--- config.mk ---
export PLATFORM = sky130hd
export DESIGN_NAME = counter_array_module_mode_ctrl
export DESIGN_NICKNAME = d
export VERILOG_FILES = /design/src/shared/counter_array_pkg.sv /design/src/shared/module_cfg_if.sv /design/src/hw/capture_compare_unit.sv /design/src/hw/counter_array_module_mode_ctrl.sv
export SDC_FILE = /design/constraint.sdc
export NUM_CORES = 1
export LEC_CHECK = 0
export BUFFER_PORTS_ARGS = -buffer_cell sky130_fd_sc_hd__buf_2
export CAP_MARGIN = 20
export CORE_UTILIZATION = 40
export DETAILED_ROUTE_END_ITERATION = 7
export PLACE_DENSITY = 0.61
export SYNTH_ARGS = -nofsm -noshare
export SYNTH_HDL_FRONTEND = slang
export SYNTH_SLANG_ARGS = --single-unit
--- constraint.sdc ---
create_clock -name clk_sys -period 2.8 [get_ports clk_sys]
set_input_delay 0.14 -clock clk_sys [delete_from_list [all_inputs] [get_ports clk_sys]]
set_output_delay 0.14 -clock clk_sys [all_outputs]
set_load 0.02 [all_outputs]
--- src/shared/counter_array_pkg.sv ---
// Purpose: constants for the counter array mode and counter logic
// Assumes: byte-wide special function register port, three modules
// Notes: per-module address tables are indexed by module number
package counter_array_pkg;
    localparam int MAX_MODULES = 3;
    localparam int CNT_W = 16;
    localparam int BYTE_W = 8;

    // register addresses
    localparam logic [7:0] ADDR_COUNTER_LOW = 8'hf9;
    localparam logic [7:0] ADDR_COUNTER_HIGH = 8'hfa;
    localparam logic [7:0] ADDR_PWM_CONFIG = 8'ha1;
    localparam logic [7:0] ADDR_MODE [MAX_MODULES] = '{8'hda, 8'hdb, 8'hdc};
    localparam logic [7:0] ADDR_VALUE_LOW [MAX_MODULES] =
        '{8'hfb, 8'he9, 8'heb};
    localparam logic [7:0] ADDR_VALUE_HIGH [MAX_MODULES] =
        '{8'hfc, 8'hea, 8'hec};

    // mode register fields
    localparam int BIT_WIDE_PULSE = 7;
    localparam int BIT_COMPARE_EN = 6;
    localparam int BIT_RISE_CAP = 5;
    localparam int BIT_FALL_CAP = 4;
    localparam int BIT_MATCH_FLAG = 3;
    localparam int BIT_TOGGLE = 2;
    localparam int BIT_PULSE_WIDTH = 1;
    localparam int BIT_IRQ_EN = 0;

    // pwm configuration fields
    localparam int BIT_RELOAD_VIEW = 7;
    localparam int CYCLE_SEL_LSB = 0;
    localparam int CYCLE_SEL_W = 2;
    localparam int CYCLE_BASE_BITS = 8;

    // reset values
    localparam logic [7:0] MODE_RESET = 8'h00;
    localparam logic [15:0] COUNTER_RESET = 16'h0000;
    localparam logic [15:0] VALUE_RESET = 16'h0000;
    localparam logic [7:0] READ_IDLE = 8'h00;
endpackage : counter_array_pkg

--- src/shared/module_cfg_if.sv ---
// Purpose: link between the register core and one module unit
// Assumes: single clock domain
// Notes: ctrl side owns mode, value, counter and cycle length, unit side reports events and its pin
`timescale 1ns/100ps
interface module_cfg_if;
    logic [7:0] mode;
    logic [15:0] value;
    logic [15:0] counter;
    logic [1:0] cycle_len;
    logic cap_pulse;
    logic match_pulse;
    logic wrap_pulse;
    logic freq_step;
    logic pin;

    modport ctrl (
        output mode, value, counter, cycle_len,
        input cap_pulse, match_pulse, wrap_pulse, freq_step, pin
    );
    modport unit (
        input mode, value, counter, cycle_len,
        output cap_pulse, match_pulse, wrap_pulse, freq_step, pin
    );
endinterface : module_cfg_if

--- src/hw/capture_compare_unit.sv ---
// Purpose: capture sync, match detection and output pin of one module
// Assumes: mode, value and counter come from registers of clk_sys
// Notes: events are one-cycle pulses on a rising condition
`timescale 1ns/100ps
module capture_compare_unit
    import counter_array_pkg::*;
(
    // clock and reset
    input wire logic clk_sys,
    input wire logic rstn,
    // capture input pin
    input wire logic cap_in,
    // register core link
    module_cfg_if.unit cfg
);
    logic sync1_q, sync2_q, sync3_q;
    logic eq_full_q, eq_low_q, wrap_q, pin_q;
    logic eq_full_d, eq_low_d, wrap_d, pin_d;
    logic wide, ecom, pwm, tog, freq;
    logic [15:0] mask;

    function automatic logic [15:0] cycle_mask(input logic [1:0] sel);
        logic [16:0] one;
        one = 17'h00001 << (CYCLE_BASE_BITS + int'(sel));
        return 16'(one - 17'h00001);
    endfunction : cycle_mask

    assign wide = cfg.mode[BIT_WIDE_PULSE];
    assign ecom = cfg.mode[BIT_COMPARE_EN];
    assign pwm = cfg.mode[BIT_PULSE_WIDTH];
    assign tog = cfg.mode[BIT_TOGGLE];
    assign freq = pwm && tog;
    assign mask = cycle_mask(cfg.cycle_len);

    // two-stage sync, third stage for edge detect
    always_ff @(posedge clk_sys or negedge rstn) begin
        if (!rstn) begin
            sync1_q <= 1'b0;
            sync2_q <= 1'b0;
            sync3_q <= 1'b0;
        end else begin
            sync1_q <= cap_in;
            sync2_q <= sync1_q;
            sync3_q <= sync2_q;
        end
    end

    assign cfg.cap_pulse =
        (cfg.mode[BIT_RISE_CAP] && sync2_q && !sync3_q) ||
        (cfg.mode[BIT_FALL_CAP] && !sync2_q && sync3_q);

    always_comb begin
        eq_full_d = ecom && (cfg.counter == cfg.value);
        eq_low_d = ecom && (cfg.counter[7:0] == cfg.value[7:0]);
        wrap_d = pwm && !wide && ((cfg.counter & mask) == 16'h0000);
        pin_d = pin_q;
        if (freq) begin
            if (eq_low_d && !eq_low_q) begin
                pin_d = !pin_q;
            end
        end else if (pwm) begin
            if (!ecom) begin
                pin_d = 1'b0;
            end else if (wide) begin
                pin_d = cfg.counter >= cfg.value;
            end else begin
                pin_d = (cfg.counter & mask) >= (cfg.value & mask);
            end
        end else if (tog && eq_full_d && !eq_full_q) begin
            pin_d = !pin_q;
        end
    end

    always_ff @(posedge clk_sys or negedge rstn) begin
        if (!rstn) begin
            eq_full_q <= 1'b0;
            eq_low_q <= 1'b0;
            wrap_q <= 1'b0;
            pin_q <= 1'b0;
        end else begin
            eq_full_q <= eq_full_d;
            eq_low_q <= eq_low_d;
            wrap_q <= wrap_d;
            pin_q <= pin_d;
        end
    end

    assign cfg.match_pulse = eq_full_d && !eq_full_q;
    assign cfg.freq_step = freq && eq_low_d && !eq_low_q;
    assign cfg.wrap_pulse = wrap_d && !wrap_q && !freq;
    assign cfg.pin = pin_q;
endmodule : capture_compare_unit

--- src/hw/counter_array_module_mode_ctrl.sv ---
// Purpose: mode registers, shared counter and module values
// Assumes: register port and count_tick are on clk_sys
// Notes: read data appears one cycle after the read strobe
`timescale 1ns/100ps
module counter_array_module_mode_ctrl
    import counter_array_pkg::*;
#(
    parameter int NUM_MODULES = 3
) (
    // clock and reset
    input wire logic clk_sys,
    input wire logic rstn,
    // special function register port
    input wire logic [7:0] sfr_addr,
    input wire logic sfr_wr,
    input wire logic sfr_rd,
    input wire logic [7:0] sfr_wdata,
    output logic [7:0] sfr_rdata,
    // counter time base
    input wire logic count_tick,
    // module pins
    input wire logic [NUM_MODULES-1:0] capture_in,
    output logic [NUM_MODULES-1:0] module_output_pin,
    // module events
    input wire logic [NUM_MODULES-1:0] event_flag_clr,
    output logic [NUM_MODULES-1:0] module_event_flag,
    output logic [NUM_MODULES-1:0] event_irq
);
    generate
        if (NUM_MODULES < 1 || NUM_MODULES > MAX_MODULES) begin : g_bad
            $error("module count outside the address map");
        end
    endgenerate

    logic [7:0] mode_q [NUM_MODULES];
    logic [7:0] mode_d [NUM_MODULES];
    logic [15:0] value_q [NUM_MODULES];
    logic [15:0] value_d [NUM_MODULES];
    logic [15:0] reload_q [NUM_MODULES];
    logic [15:0] reload_d [NUM_MODULES];
    logic [NUM_MODULES-1:0] flag_q, flag_d;
    logic [15:0] counter_q, counter_d;
    logic [7:0] snap_q, snap_d;
    logic view_q, view_d;
    logic [1:0] cycle_length_select_q, cycle_length_select_d;
    logic [7:0] rdata_q, rdata_d;
    logic [NUM_MODULES-1:0] cap_p, match_p, wrap_p, step_p;
    logic [NUM_MODULES-1:0] hit_mode, hit_lo, hit_hi;

    // one-hot address decode against a per-module table
    function automatic logic [NUM_MODULES-1:0] decode_slot(
        input logic [7:0] addr,
        input logic [7:0] tbl [MAX_MODULES]
    );
        logic [NUM_MODULES-1:0] hit;
        hit = '0;
        for (int k = 0; k < NUM_MODULES; k++) begin
            hit[k] = (addr == tbl[k]);
        end
        return hit;
    endfunction : decode_slot

    assign hit_mode = decode_slot(sfr_addr, ADDR_MODE);
    assign hit_lo = decode_slot(sfr_addr, ADDR_VALUE_LOW);
    assign hit_hi = decode_slot(sfr_addr, ADDR_VALUE_HIGH);

    generate
        for (genvar i = 0; i < NUM_MODULES; i++) begin : g_mod
            module_cfg_if link ();
            assign link.mode = mode_q[i];
            assign link.value = value_q[i];
            assign link.counter = counter_q;
            assign link.cycle_len = cycle_length_select_q;
            assign cap_p[i] = link.cap_pulse;
            assign match_p[i] = link.match_pulse;
            assign wrap_p[i] = link.wrap_pulse;
            assign step_p[i] = link.freq_step;
            assign module_output_pin[i] = link.pin;

            capture_compare_unit u_unit (
                .clk_sys(clk_sys),
                .rstn(rstn),
                .cap_in(capture_in[i]),
                .cfg(link.unit)
            );
        end
    endgenerate

    // counter, snapshot and configuration
    always_comb begin
        counter_d = counter_q;
        snap_d = snap_q;
        view_d = view_q;
        cycle_length_select_d = cycle_length_select_q;
        if (count_tick) begin
            counter_d = 16'(counter_q + 16'h0001);
        end
        if (sfr_wr && sfr_addr == ADDR_COUNTER_LOW) begin
            counter_d[7:0] = sfr_wdata;
        end
        if (sfr_wr && sfr_addr == ADDR_COUNTER_HIGH) begin
            counter_d[15:8] = sfr_wdata;
        end
        if (sfr_rd && sfr_addr == ADDR_COUNTER_LOW) begin
            snap_d = counter_q[15:8];
        end
        if (sfr_wr && sfr_addr == ADDR_PWM_CONFIG) begin
            view_d = sfr_wdata[BIT_RELOAD_VIEW];
            cycle_length_select_d = sfr_wdata[CYCLE_SEL_LSB +: CYCLE_SEL_W];
        end
    end

    // per-module mode, value, reload and flag
    always_comb begin
        for (int i = 0; i < NUM_MODULES; i++) begin
            mode_d[i] = mode_q[i];
            value_d[i] = value_q[i];
            reload_d[i] = reload_q[i];
            flag_d[i] = flag_q[i];
            if (wrap_p[i]) begin
                if (cycle_length_select_q == 2'b00) begin
                    value_d[i][7:0] = value_q[i][15:8];
                end else begin
                    value_d[i] = reload_q[i];
                end
            end
            if (step_p[i]) begin
                value_d[i][7:0] = 8'(value_q[i][7:0] + value_q[i][15:8]);
            end
            if (cap_p[i]) begin
                value_d[i] = counter_q;
            end
            if (sfr_wr && hit_mode[i]) begin
                mode_d[i] = sfr_wdata;
            end
            if (sfr_wr && hit_lo[i]) begin
                mode_d[i][BIT_COMPARE_EN] = 1'b0;
                if (view_q) begin
                    reload_d[i][7:0] = sfr_wdata;
                end else begin
                    value_d[i][7:0] = sfr_wdata;
                end
            end
            if (sfr_wr && hit_hi[i]) begin
                mode_d[i][BIT_COMPARE_EN] = 1'b1;
                if (view_q) begin
                    reload_d[i][15:8] = sfr_wdata;
                end else begin
                    value_d[i][15:8] = sfr_wdata;
                end
            end
            if (event_flag_clr[i]) begin
                flag_d[i] = 1'b0;
            end
            // set wins over a clear in the same cycle
            if (cap_p[i]) begin
                flag_d[i] = 1'b1;
            end
            if (match_p[i] && mode_q[i][BIT_MATCH_FLAG]) begin
                flag_d[i] = 1'b1;
            end
        end
    end

    // read mux, registered
    always_comb begin
        rdata_d = rdata_q;
        if (sfr_rd) begin
            rdata_d = READ_IDLE;
            if (sfr_addr == ADDR_COUNTER_LOW) begin
                rdata_d = counter_q[7:0];
            end
            if (sfr_addr == ADDR_COUNTER_HIGH) begin
                rdata_d = snap_q;
            end
            if (sfr_addr == ADDR_PWM_CONFIG) begin
                rdata_d[BIT_RELOAD_VIEW] = view_q;
                rdata_d[CYCLE_SEL_LSB +: CYCLE_SEL_W] = cycle_length_select_q;
            end
            for (int i = 0; i < NUM_MODULES; i++) begin
                if (hit_mode[i]) begin
                    rdata_d = mode_q[i];
                end
                if (hit_lo[i]) begin
                    rdata_d = view_q ? reload_q[i][7:0] : value_q[i][7:0];
                end
                if (hit_hi[i]) begin
                    rdata_d = view_q ? reload_q[i][15:8] : value_q[i][15:8];
                end
            end
        end
    end

    always_ff @(posedge clk_sys or negedge rstn) begin
        if (!rstn) begin
            counter_q <= COUNTER_RESET;
            snap_q <= 8'h00;
            view_q <= 1'b0;
            cycle_length_select_q <= 2'b00;
            rdata_q <= READ_IDLE;
            flag_q <= '0;
            for (int i = 0; i < NUM_MODULES; i++) begin
                mode_q[i] <= MODE_RESET;
                value_q[i] <= VALUE_RESET;
                reload_q[i] <= VALUE_RESET;
            end
        end else begin
            counter_q <= counter_d;
            snap_q <= snap_d;
            view_q <= view_d;
            cycle_length_select_q <= cycle_length_select_d;
            rdata_q <= rdata_d;
            flag_q <= flag_d;
            for (int i = 0; i < NUM_MODULES; i++) begin
                mode_q[i] <= mode_d[i];
                value_q[i] <= value_d[i];
                reload_q[i] <= reload_d[i];
            end
        end
    end

    assign sfr_rdata = rdata_q;
    assign module_event_flag = flag_q;
    always_comb begin
        for (int i = 0; i < NUM_MODULES; i++) begin
            event_irq[i] = flag_q[i] && mode_q[i][BIT_IRQ_EN];
        end
    end
endmodule : counter_array_module_mode_ctrl

==> reports/qor.yml <==
setup_path:
  path_cells: "nor2_2, inv_1, ha_1, nor2b_2, and2_4, ha_1, or4_1, a21oi_1, o221ai_1, o22ai_1, o221ai_1"
  crit_type: "flop to flop"
  cp-end-kind: "flop"
  required_ns: 3.11
  crit_family: "simple AND/OR/NAND/NOR gates"
  arrival_ns: 2.91
  cp_slowest_cell: "or4_1"
  crit_path_max_incr_delay_ns: 0.52
  critPathBufInv: 1
  critical_path_peak_fanout: 7
  start_kind: "flop"
final_layout:
  regArea_sq_um: 4480
  final_nets: 1617
  drive_above_1_share_pct: 17.9
  multiInputGateArea_sq_um: 7740
  final_cells: 1903
  area_growth_pct: 14.4
  num-fill-cells: 2913
routing:
  vias: 11954
  routedWlPerCell_microns: 25.2
  via_per_inst: 6.28
  drt_first_pass_iters: 6
  drc: 0
  antenna_left: 0
  initialDrtViolationCount: 1331
  wl_mm: 48.0
place:
  hpwl_mm: 35.7
  dp_worst_setup_slack_ns: 0.147
  place_congestion: 0.953
  port_buffers: 43
  post-place-cells: 1863
die:
  start_util_pct: 41.1
  placement_rows: 64
  die_y_microns: 180
  fp.dieArea_sq_um: 32600
  fp.coreArea_sq_um: 31000
  die_x_microns: 180
  io-pin-count: 44
timing:
  clock_skew_ns: 0.00997
  slew-limit-headroom_pct: 32.6
  hold_viol: 0
  fin_crit_ns: 2.60
  setup_tns_ns: 0
  fin_crit_sh_pct: 92.8
  fmax_ghz: 0.385
  drv_slew: 0
  rsz0062_at_grt: "no"
  worst_slew_pin_slew_ns: 1.01
  finalWorstSetupSlack_ns: 0.201
  setup_violations: 0
clock_tree:
  worstSkewPairLatency_ns: 0.45
  clockRootBuffer: "clkbuf_16"
  cts_buffers: 17
  cts_tree: "built"
  clock-sinks: 179
  clk_pin_slew_ns: 0.07
  cts_buffer_depth: 2
  htree_levels: 4
global_route:
  grt_pass1_wl_mm: 72.5
  busiest_layer: "met2"
  gr-usage-met1_pct: 41.7
  met2_usage_pct: 45.4
  antenna_found_initial: 1
  grt_pass1_vias: 11527
  grtUsageTotal_pct: 29.8
  grt_max_degree: 68
  overflow: 0
  met3_usage_pct: 5.25
yosys:
  dominantRegCellSynth: "dfrtp_1"
  syn_area_sq_um: 12700
  ys_warn_count: 0
  synth_cells: 1401
  synth-seq-area-share_pct: 35.2
  ys_ff_latch: 179
  ys_async_sr_fraction_pct: 100
  yosysUniqueCellTypes: 70
  synth_edf_count: 0
  avgSynthCellArea_sq_um: 9.09
pwr:
  p_leak_nw: 6.45
  p_per_area_nw_per_um2: 771
  vdd.ir_drop.worst_uv: 398
min_path:
  hold_class: "input pin to flop"
job:
  maxCapViolCount: 0
outcome:
  outcome: "complete, no violations"
## logic make-up (layout without fill, tap and decap cells)
kind of cell,after synthesis,count (layout),share of synthesized area [%]
flops,179,179,35.2
compound gates,349,349,18.1
fa+ha+maj,97,97,9.70
mux,158,158,13.2
buf+inv,141,242,4.40
other cells,2,7,0.0589
simple gates,443,443,17.2
xor+xnor,32,32,2.20
## placed cells by master (no fill, tap or decap), drive strengths merged, types with 5 or more instances in the layout
cell type,instances
a211o,7
a211oi,14
a21o,10
a21oi,73
a221o,6
a22o,13
a22oi,8
a31oi,16
and2,7
and3,9
buf,134
clkbuf,20
conb,6
dfrtp,179
dlygate4sd3,7
ha,94
inv,76
mux2,80
mux2i,78
nand2,171
nand2b,24
nand3,27
nand3b,7
nand4,17
nand4b,5
nor2,100
nor2b,11
nor3,24
o211ai,28
o21ai,81
o221ai,34
o22ai,22
o31a,8
or3,14
xnor2,16
xor2,16
## power breakdown
part           switching (mW)  total, mW  internal [mW]  leakage (nW)
registers               0.802       3.81           3.01          2.34
logic                    2.91       5.09           2.18          3.84
clock network            1.16       2.33           1.17         0.265
## what timing repair did
action	4_1_cts	5_1_grt
setup endpoints to repair	0	17
endpoints found under the hold margin	70	0
resized for setup	0	4
buffers inserted	0	0
hold buffers	7	0
## Yosys cell counts (16+ instances only)
master    number  area, sq um
o22ai_1       22          138
dfrtp_1      179         4480
a31oi_1       16          100
xor2_1        16          140
o221ai_1      34          298
clkbuf_1      50          188
nor2_1        99          372
a21oi_1       73          365
nand2b_1      24          150
nand4_1       16          100
nand3_1       27          135
o211ai_1      28          210
o21ai_0       77          385
nor3_1        19         95.1
nand2_1      171          642
inv_1         68          255
mux2i_1       78          781
mux2_2        80          901
xnor2_1       16          140
ha_1          94         1180
## stage by stage
| stage | util, % | power (mW) | hold WS [ns] | instance area [sq um] |
|---|---|---|---|---|
| 3_3_place_gp | 45.0 | 8.66 | 0.186 | 13900 |
| 4_1_cts | 47.0 | 11.1 | 0.0698 | 14600 |
| 2_1_floorplan | - | 6.91 | -0.156 | 12800 |
| 3_5_place_dp | 45.0 | 8.77 | 0.192 | 13900 |
| 5_1_grt | 47.0 | 11.9 | 0.0815 | 14600 |
| 6_report | 47.0 | 11.2 | 0.0802 | 14600 |
## layer usage
metal,part of all wire [%],up-vias
met3,9.4,113
met1,43,5868
li1,-,5321
met2,44,652
met4,4.1,0
met5,0,-
## final cells by class
cell class,count,area share (%)
Timing Repair Buffer,142,7.19
Clock buffer,19,2.97
Tap cell,396,3.40
Multi-Input combinational cell,1085,53.1
Inverter,68,1.75
Antenna cell,1,0.0172
Sequential cell,179,30.8
Clock inverter,13,0.790
## flip-flops by register name, summed over array words and instances (netlist names), 8 cells and up
| register | flops |
|---|---|
| g_mod.link.value | 48 |
| reload_q | 48 |
| g_mod.link.mode | 24 |
| counter_q | 16 |
| sfr_rdata | 8 |
| snap_q | 8 |
## worst reg2reg max path: stages, from the launching register on
cell and delay (ns):
dfrtp_2 0.45, nor2_2 0.13, inv_1 0.06, ha_1 0.20, nor2b_2 0.17, and2_4 0.17, ha_1 0.18, or4_1 0.52
a21oi_1 0.14, o221ai_1 0.14, o22ai_1 0.19, o221ai_1 0.12
## worst paths after layout
| kind | to | from | slack (ns) | cells past startpoint |
|---|---|---|---|---|
| min reg2reg | g_mod[2].u_unit.sync2_q | g_mod[2].u_unit.sync1_q | 0.35 | 0 |
| min | counter_q[0] | count_tick | 0.08 | 3 |
| min in group asynchronous | reload_q[11] | rstn | 0.25 | 2 |
| max reg2reg | g_mod[2].u_unit.cfg.pin | cycle_length_select_q[0] | 0.20 | 11 |
| max | g_mod[2].u_unit.cfg.pin | cycle_length_select_q[0] | 0.20 | 11 |
| max in group asynchronous | counter_q[6] | rstn | 1.70 | 3 |
(Power assumes the default switching activity.)
